===== config.mk =====
export PLATFORM = sky130hd
export DESIGN_NAME = adc_host_ctrl
export DESIGN_NICKNAME = d
export VERILOG_FILES = /design/src/adc_host_pkg.sv /design/src/adc_host_ctrl.sv
export VERILOG_INCLUDE_DIRS = /design/src /design/src/src
export SDC_FILE = /design/constraint.sdc
export NUM_CORES = 1
export LEC_CHECK = 0
export ABC_CLOCK_PERIOD_IN_PS = 3000
export BUFFER_PORTS_ARGS = -buffer_cell sky130_fd_sc_hd__buf_2
export CELL_PAD_IN_SITES_DETAIL_PLACEMENT = 0
export CELL_PAD_IN_SITES_GLOBAL_PLACEMENT = 1
export CORE_ASPECT_RATIO = 1.4
export CORE_MARGIN = 1.5
export CORE_UTILIZATION = 38
export CTS_CLUSTER_SIZE = 25
export DETAILED_ROUTE_END_ITERATION = 7
export GPL_TIMING_DRIVEN = 0
export PLACE_DENSITY = 0.95
export SYNTH_ARGS = -nofsm -noshare
export SYNTH_HDL_FRONTEND = slang
export SYNTH_SLANG_ARGS = --single-unit
export TNS_END_PERCENT = 10

===== constraint.sdc =====
create_clock -name i_clk -period 3 [get_ports i_clk]
set_input_delay 0.3 -clock i_clk [delete_from_list [all_inputs] [get_ports i_clk]]
set_output_delay 0.3 -clock i_clk [all_outputs]
set_load 0.005 [all_outputs]

===== src/adc_host_regs.svh =====
/*
  register offsets, field positions and timing figures for the converter
  host controller. assumes it is included by its bare name.
*/
`ifndef ADC_HOST_REGS_SVH
`define ADC_HOST_REGS_SVH

// apb register byte offsets
`define REG_CTRL 12'h000
`define REG_STATUS 12'h004
`define REG_IRQ_STAT 12'h008
`define REG_IRQ_MASK 12'h00c
`define REG_RESULT 12'h010

// ctrl fields
`define CTRL_START 0
`define CTRL_MODE 1
`define CTRL_FAST 2
// status fields
`define STAT_BUSY 0
`define STAT_RDY 1
// irq fields
`define IRQ_DONE 0
`define IRQ_OVR 1
`define IRQ_W 2

// converter timing in ns
`define T_CLK_NS 20
`define T_PREP_NS 350
`define T_WR_NS 250
`define T_WR_RD_NS 250
`define T_READ_NS 240
`define T_WAIT_NS 1000

`endif


===== src/adc_host_pkg.sv =====
/*
  types for the converter host controller.
  assumes the regs header is compiled alongside.
*/
package adc_host_pkg;
  // controller states
  typedef enum logic [2:0] {
    ST_IDLE = 3'b000,
    ST_PREP = 3'b001,
    ST_WR = 3'b010,
    ST_GAP = 3'b011,
    ST_WAIT = 3'b100,
    ST_RD = 3'b101,
    ST_REL = 3'b110
  } host_state_t;

  // strobes toward the converter
  typedef struct packed {
    logic sel_n;
    logic rd_n;
    logic wr_n;
    logic wr_oe_n;
    logic mode;
  } strobe_t;
endpackage


===== src/adc_host_ctrl.sv =====
/*
  host controller for a clockless 8-bit half-flash converter: drives select,
  read, write and mode strobes, collects result and over-range, and reports
  through apb registers with a masked level interrupt.
  assumes pins are synchronous to i_clk (50 MHz) and that the converter
  obeys its own timing.
*/
`timescale 1ns/1ps
`include "adc_host_regs.svh"

module adc_host_ctrl
  import adc_host_pkg::*;
#(
  parameter int CLK_NS = `T_CLK_NS
) (
  // clock and reset
  input wire logic i_clk,
  input wire logic i_arst_n,
  // apb slave
  input wire logic i_psel,
  input wire logic i_penable,
  input wire logic i_pwrite,
  input wire logic [11:0] i_paddr,
  input wire logic [31:0] i_pwdata,
  output logic [31:0] o_prdata,
  output logic o_pready,
  output logic o_pslverr,
  // converter pins
  output logic o_sel_n,
  output logic o_rd_n,
  output logic o_wr_n,
  output logic o_wr_oe_n,
  output logic o_mode,
  input wire logic i_wr_rdy,
  input wire logic i_done_n,
  input wire logic [7:0] i_result_lines,
  input wire logic i_overrange_flag_n,
  // interrupt
  output logic o_irq
);

  localparam int N_PREP = (`T_PREP_NS + CLK_NS - 1) / CLK_NS;
  localparam int N_WR = (`T_WR_NS + CLK_NS - 1) / CLK_NS;
  localparam int N_GAP = (`T_WR_RD_NS + CLK_NS - 1) / CLK_NS;
  localparam int N_READ = (`T_READ_NS + CLK_NS - 1) / CLK_NS;
  localparam int N_WAIT = `T_WAIT_NS / CLK_NS;

  ////////////////////////////////////////////////////////////////////////
  host_state_t st_r, st_nxt;
  strobe_t pin_r, pin_nxt;
  logic [5:0] cnt_r, cnt_nxt;
  logic [7:0] result_r, result_nxt;
  logic ovr_r, ovr_nxt;
  logic mode_r, mode_nxt;
  logic fast_r, fast_nxt;
  logic [`IRQ_W-1:0] istat_r, istat_nxt, imask_r, imask_nxt;
  logic [31:0] prdata_nxt;
  logic pready_r, pready_nxt, pslverr_nxt;
  logic wr_acc, rd_acc, start, ev_done;
  logic [`IRQ_W-1:0] ev;

  // apb access phase; ready answers one cycle after the access starts
  assign wr_acc = i_psel & i_penable & i_pwrite & ~pready_r;
  assign rd_acc = i_psel & i_penable & ~i_pwrite & ~pready_r;
  assign start = wr_acc & (i_paddr == `REG_CTRL) & i_pwdata[`CTRL_START]
    & (st_r == ST_IDLE);

  // sequencer next state
  always_comb begin
    st_nxt = st_r;
    pin_nxt = pin_r;
    cnt_nxt = (cnt_r != 6'h00) ? cnt_r - 6'h01 : cnt_r;
    result_nxt = result_r;
    ovr_nxt = ovr_r;
    ev_done = 1'b0;
    case (st_r)
      ST_IDLE: begin
        pin_nxt.mode = mode_r;
        // write pin released in single-read mode
        pin_nxt.wr_oe_n = ~mode_r;
        if (start) begin
          st_nxt = ST_PREP;
          cnt_nxt = 6'(N_PREP);
        end
      end
      ST_PREP: begin
        if (cnt_r == 6'h00) begin
          pin_nxt.sel_n = 1'b0;
          if (pin_r.mode) begin
            pin_nxt.wr_n = 1'b0;
            st_nxt = ST_WR;
            cnt_nxt = 6'(N_WR);
          end else begin
            // one long read in single-read mode
            pin_nxt.rd_n = 1'b0;
            st_nxt = ST_WAIT;
            cnt_nxt = 6'(N_WAIT);
          end
        end
      end
      ST_WR: begin
        if (cnt_r == 6'h00) begin
          pin_nxt.wr_n = 1'b1;
          // write-to-read spacing is kept even if completion comes early
          st_nxt = ST_GAP;
          cnt_nxt = 6'(N_GAP);
        end
      end
      ST_GAP: begin
        if (cnt_r == 6'h00) begin
          if (fast_r) begin
            pin_nxt.rd_n = 1'b0;
            st_nxt = ST_RD;
            cnt_nxt = 6'(N_READ);
          end else begin
            st_nxt = ST_WAIT;
            cnt_nxt = 6'(N_WAIT);
          end
        end
      end
      ST_WAIT: begin
        if (!i_done_n || cnt_r == 6'h00) begin
          pin_nxt.rd_n = 1'b0;
          st_nxt = ST_RD;
          cnt_nxt = 6'(N_READ);
        end
      end
      ST_RD: begin
        if (cnt_r == 6'h00) begin
          result_nxt = i_result_lines;
          ovr_nxt = ~i_overrange_flag_n;
          pin_nxt.rd_n = 1'b1;
          pin_nxt.sel_n = 1'b1;
          st_nxt = ST_REL;
        end
      end
      ST_REL: begin
        ev_done = 1'b1;
        st_nxt = ST_IDLE;
      end
      default: begin
        st_nxt = ST_IDLE;
      end
    endcase
  end

  // sequencer registers
  always_ff @(posedge i_clk or negedge i_arst_n) begin
    if (!i_arst_n) begin
      st_r <= ST_IDLE;
      pin_r <= '{sel_n: 1'b1, rd_n: 1'b1, wr_n: 1'b1, wr_oe_n: 1'b1,
        mode: 1'b0};
      cnt_r <= 6'h00;
      result_r <= 8'h00;
      ovr_r <= 1'b0;
    end else begin
      st_r <= st_nxt;
      pin_r <= pin_nxt;
      cnt_r <= cnt_nxt;
      result_r <= result_nxt;
      ovr_r <= ovr_nxt;
    end
  end

  ////////////////////////////////////////////////////////////////////////
  // register file next values; set beats write-one-clear
  always_comb begin
    ev = '0;
    ev[`IRQ_DONE] = ev_done;
    ev[`IRQ_OVR] = ev_done & ovr_nxt;
    mode_nxt = mode_r;
    fast_nxt = fast_r;
    imask_nxt = imask_r;
    istat_nxt = istat_r;
    prdata_nxt = 32'h0000_0000;
    pslverr_nxt = 1'b0;
    pready_nxt = i_psel & i_penable & ~pready_r;
    if (wr_acc) begin
      case (i_paddr)
        `REG_CTRL: begin
          mode_nxt = i_pwdata[`CTRL_MODE];
          fast_nxt = i_pwdata[`CTRL_FAST];
        end
        `REG_IRQ_STAT: istat_nxt = istat_r & ~i_pwdata[`IRQ_W-1:0];
        `REG_IRQ_MASK: imask_nxt = i_pwdata[`IRQ_W-1:0];
        `REG_STATUS, `REG_RESULT: pslverr_nxt = 1'b0;
        default: pslverr_nxt = 1'b1;
      endcase
    end
    if (rd_acc) begin
      case (i_paddr)
        `REG_CTRL: begin
          prdata_nxt[`CTRL_MODE] = mode_r;
          prdata_nxt[`CTRL_FAST] = fast_r;
        end
        `REG_STATUS: begin
          prdata_nxt[`STAT_BUSY] = (st_r != ST_IDLE);
          prdata_nxt[`STAT_RDY] = i_wr_rdy;
        end
        `REG_IRQ_STAT: prdata_nxt[`IRQ_W-1:0] = istat_r;
        `REG_IRQ_MASK: prdata_nxt[`IRQ_W-1:0] = imask_r;
        `REG_RESULT: prdata_nxt[8:0] = {ovr_r, result_r};
        default: pslverr_nxt = 1'b1;
      endcase
    end
    istat_nxt = istat_nxt | ev;
  end

  // register file and bus outputs
  always_ff @(posedge i_clk or negedge i_arst_n) begin
    if (!i_arst_n) begin
      mode_r <= 1'b0;
      fast_r <= 1'b0;
      imask_r <= '0;
      istat_r <= '0;
      o_prdata <= 32'h0000_0000;
      pready_r <= 1'b0;
      o_pslverr <= 1'b0;
      o_irq <= 1'b0;
    end else begin
      mode_r <= mode_nxt;
      fast_r <= fast_nxt;
      imask_r <= imask_nxt;
      istat_r <= istat_nxt;
      o_prdata <= prdata_nxt;
      pready_r <= pready_nxt;
      o_pslverr <= pslverr_nxt;
      o_irq <= |(istat_nxt & imask_nxt);
    end
  end

  // pins straight from flops
  assign o_pready = pready_r;
  assign o_sel_n = pin_r.sel_n;
  assign o_rd_n = pin_r.rd_n;
  assign o_wr_n = pin_r.wr_n;
  assign o_wr_oe_n = pin_r.wr_oe_n;
  assign o_mode = pin_r.mode;

endmodule


* Yosys cells after proc, flatten, opt, wreduce, memory -nomap -nowiden
Cells that the tools add are included.
Word-level totals: input port bits 60, word-level logic and storage cells 118, register bits after elaboration 41, output and inout bits 40
Operators by class: muxes and demuxes 45, bitwise logic cells 18, add/subtract/negate cells 1, reduce and logical (&&, ||, !) cells 18, equal/unequal tests 19
Operator list (count):
- 6-bit two-way mux | 9
- 6-bit one-hot mux with 5 select lines | 1
- 12-bit by 4-bit equality test with 1-bit output, second input constant | 2
- 3-bit two-way mux | 8
- 2-bit inequality test, second input constant | 9
- 3-bit one-hot mux with 6 select lines | 1
- 1-bit two-way mux | 14
- 12-bit by 3-bit equality test with 1-bit output, second input constant | 1
- 12-bit by 5-bit equality test with 1-bit output, second input constant | 1
- 12-bit zero test | 1
- 1-bit AND | 10
- 2-bit two-way mux | 5
- 3-bit equality test, second input constant | 3
- 9-bit two-way mux | 1
- 1-bit one-hot mux with 4 select lines | 2
- 7-bit AND reduction | 1
- 3-bit by 2-bit equality test with 1-bit output, second input constant | 2
- 6-bit zero test | 1
- 1-bit one-hot mux with 2 select lines | 3
- 6-bit AND reduction | 1
- 6-bit nonzero test | 1
- 6-bit by 1-bit subtractor with 6-bit output, second input constant | 1
- 1-bit one-hot mux with 5 select lines | 1
- 5-bit OR reduction | 1
- other kinds (15) | 21

* Longest topological paths before layout
depth in word-level cells 8, mapped depth 10, gate-level depth less buffers 10

* Least setup slack after synthesis
Ideal clock, no wire load.
path kind input-to-reg, from input i_paddr[7], to register o_irq, data required time 2.879 ns, setup time 0.121 ns, setup slack 1.023 ns, arrival time 1.856 ns, path buffers 0, stages on the path 5, cell sequence or4_4 > nor4_4 > nand4_2 > mux2_4 > a22o_1
On the way: elaborated cells on any way between the ends 9, those cells by class eq/ne: 2; mux: 4; bitwise: 2; reduce/logical: 1
RTL lines:
- start, declared | RTL line adc_host_ctrl.sv:23 | input wire logic [11:0] i_paddr,
- 12-bit by 4-bit equality test with 1-bit output | RTL line adc_host_ctrl.sv:179 | case (i_paddr)
- 2-bit two-way mux | RTL line adc_host_ctrl.sv:179
- 2-bit two-way mux | RTL line adc_host_ctrl.sv:178 | if (wr_acc) begin
- named net imask_nxt[0] | RTL line adc_host_ctrl.sv:56 | logic [`IRQ_W-1:0] istat_r, istat_nxt, imask_r, imask_nxt;
- 2-bit AND | RTL line adc_host_ctrl.sv:228 | o_irq <= |(istat_nxt & imask_nxt);
- 2-bit OR reduction | RTL line adc_host_ctrl.sv:228
- end signal, assigned | RTL line adc_host_ctrl.sv:228
- end, declared | RTL line adc_host_ctrl.sv:39 | output logic o_irq
The timed path passes the listed nets, and every way through them passes these cells. A chain may end at the register's enable or synchronous reset.

* Final worst setup path
from register cnt_r[0], to register result_r[3]
On the way: longest elaborated chain between the ends 2
Ends and longest elaborated chain:
- start, declared | RTL line adc_host_ctrl.sv:51 | logic [5:0] cnt_r, cnt_nxt;
- start signal, assigned | RTL line adc_host_ctrl.sv:159 | cnt_r <= cnt_nxt;
- 6-bit zero test | RTL line adc_host_ctrl.sv:129 | if (cnt_r == 6'h00) begin
- 2-bit AND reduction (no source line)
- end signal, assigned | RTL line adc_host_ctrl.sv:160 | result_r <= result_nxt;
- end, declared | RTL line adc_host_ctrl.sv:52 | logic [7:0] result_r, result_nxt;
No other way between the ends.

==> results_dict.tcl <==
set metrics [dict create \
    postCtsHoldBufs 0 \
    cts.sinks 41 \
    skew_ps 8.304 \
    fillers 571 \
    setup_viol_count_final 0 \
    fin_nets 363 \
    initial_core_util_pct 39.18 \
    synthTopCellsByArea "dfrtp_1 (40%), buf_4 (7.5%), mux2_2 (4.9%), dfstp_2 (4.6%), a21oi_1 (3.3%)" \
    grt_pass1_wl_um 8542 \
    ys_seq_elements 41 \
    numCtsBuffers 5 \
    slew_viol_final 0 \
    cp_data_required_time_ps 3180 \
    critPathArrivalTime_ps 2470 \
    die_w_um 68.71 \
    grt_overflow 0 \
    regArea_sq_um 1031 \
    synth_top_cells_by_count "dfrtp_1 (37), buf_4 (23), nand2_1 (19)" \
    core_area_sq_um 5863 \
    synth_cell_types 58 \
    hp-class "primary input to async pin" \
    clock_path_buffers 2 \
    antenna_cells 0 \
    postCtsResizedCells 0 \
    finalWirelength_um 5116 \
    portBuffers 45 \
    worstPathCellList "inv_1 > ha_1 > nor3b_1 > and2_1 > buf_2 > nand2_1 > mux2_2" \
    fmax_mhz 437.1 \
    grt_max_degree 42 \
    cts_tree "built" \
    cts_root_buffer "clkbuf_8" \
    reg2regPathDepth 7 \
    synth_top_area_cell "dfrtp_1" \
    final.period_utilization_pct 76.26 \
    rsz0062_at_grt "false" \
    endpoint "result_r[3]" \
    antenna_found_initial 0 \
    grt_usage_pct 17.25 \
    crit_path_start "cnt_r[0]" \
    r2r_start "cnt_r[0]" \
    routed_via_density 5.043 \
    powerDensity_nw_per_um2 706.1 \
    worst_path_largest_cell_delay_ps 430 \
    critical_path.startpoint_type "flop" \
    dp_hpwl_um 3911 \
    multi_input_area_sq_um 1089 \
    static-leakage-power_nw 1.392 \
    worst_slew_pin_slew_ps 905.5 \
    path_clk_slew_ps 80 \
    vias 1871 \
    rows 33 \
    syn_area_sq_um 2297 \
    path_class "flop to flop" \
    maxCapViolCount 0 \
    worst_slew_margin_rel_pct 39.63 \
    io_pins 100 \
    gp_congestion 0.8449 \
    final.min_clock_period_ps 2288 \
    first_iter_violations 52 \
    syn_inst 226 \
    dp_slack_ps 675.3 \
    slowest_stage "dfrtp_1" \
    dieArea_sq_um 6527 \
    h-tree-depth 2 \
    synth_flop_cell "dfrtp_1" \
    async_flop_share_pct 100.0 \
    ys_warn_count 0 \
    reg2reg_slack_ps 710 \
    die_y_um 95.00 \
    synth_top_area_share_pct 40.31 \
    ant_nets 0 \
    grt_pass1_vias 1915 \
    synth_most_common_cell "dfrtp_1" \
    status "complete, no violations" \
    syn_avg_cell_area_sq_um 10.16 \
    drcViolationCount 0 \
    cts_setup_buffers 0 \
    setup_ws_ps 712.2 \
    drive_gt1_share_pct 35.22 \
    endpoint_kind "flop" \
    final_hold_viol_count 0 \
    wl_per_cell_um 13.79 \
    worstPathMaxFanout 10 \
    fin_tns_setup_ps 0 \
    clock_latency_ps 300 \
    areaGrowthSynthToFinish_pct 22.44 \
    ys_seq_area_share_pct 44.88 \
    dr.pass1.iters 4 \
    timing.rr.end "result_r[3]" \
    synth_edf_count 0 \
    peakVddDrop_mv 0.3677 \
]
through the flow:
stage	utilization [%]	std cells	total power, mW	hold WS (ps)	cell area (sq um)
floorplan	-	248	1.329	4.409	2380
global placement	45.92	363	1.498	453.7	2693
detailed placement	45.92	363	1.527	464.9	2693
CTS	47.97	371	1.996	164.8	2813
global route	47.97	371	2.138	204.4	2813
finish	47.97	371	1.986	125.7	2813
routing by layer:
layer / up-vias / track usage (%) / share of wire [%]
li1: 905 / - / -
met1: 889 / 19.22 / 39
met2: 66 / 30.69 / 53
met3: 11 / 2.980 / 5.0
met4: 0 / 8.333 / 2.8
met5: - / 0 / 0
cell usage in the layout (no fill, tap or decap), drive strengths merged, types with 4 or more instances in the layout:
| cell type | instances |
|---|---|
| inv | 8 |
| dfstp | 4 |
| mux2 | 15 |
| o21ai | 14 |
| a21oi | 15 |
| buf | 72 |
| dfrtp | 37 |
| and2 | 9 |
| clkbuf | 13 |
| nand2 | 19 |
| nor2 | 10 |
| conb | 23 |
final cells by class:
type                            instances  area share (%)
Clock inverter                          2           1.335
Inverter                                8           1.068
Tap cell                               70           3.114
Clock buffer                            6           2.936
Sequential cell                        41           36.65
Multi-Input combinational cell        165           38.70
Timing Repair Buffer                   45           8.007
Buffer                                 34           8.185
state kept, by name (all words and copies together) (netlist names), 2 cells and up:
name / count
o_prdata: 9
cnt_r: 6
result_r: 8
imask_r: 2
istat_r: 2
st_r: 3
worst max-delay path: cells and delay by family (launching register included):
| family | cells | cell delay (ps) |
|---|---|---|
| mux | 1 | 360 |
| buf+inv | 2 | 350 |
| flops | 1 | 430 |
| simple gates | 3 | 830 |
| fa+ha+maj | 1 | 210 |
logic make-up after synthesis:
logic type | after synthesis | share of synthesized area, %
mux | 19 | 9.967
fa+ha+maj | 3 | 1.634
other cells | 1 | 0.1632
xor+xnor | 1 | 0.3813
compound gates | 52 | 14.32
buf+inv | 42 | 11.33
flops | 41 | 44.88
simple gates | 67 | 17.32
report_power, final:
| group | internal (mW) | switching (mW) | total, mW |
|---|---|---|---|
| Sequential | 0.710 | 0.0865 | 0.797 |
| Clock | 0.271 | 0.196 | 0.467 |
| Combinational | 0.338 | 0.385 | 0.723 |
| Total | 1.32 | 0.667 | 1.99 |
worst min path at each step:
stage | start | end | slack, ps
2_1_floorplan | i_arst_n | cnt_r[0] | 4
3_3_place_gp | result_r[5] | o_prdata[5] | 450
3_5_place_dp | result_r[5] | o_prdata[5] | 460
4_1_cts | i_arst_n | result_r[6] | 160
5_1_grt | i_overrange_flag_n | ovr_r | 200
6_report | i_arst_n | result_r[6] | 130
Power figures use the tool's default switching activity.
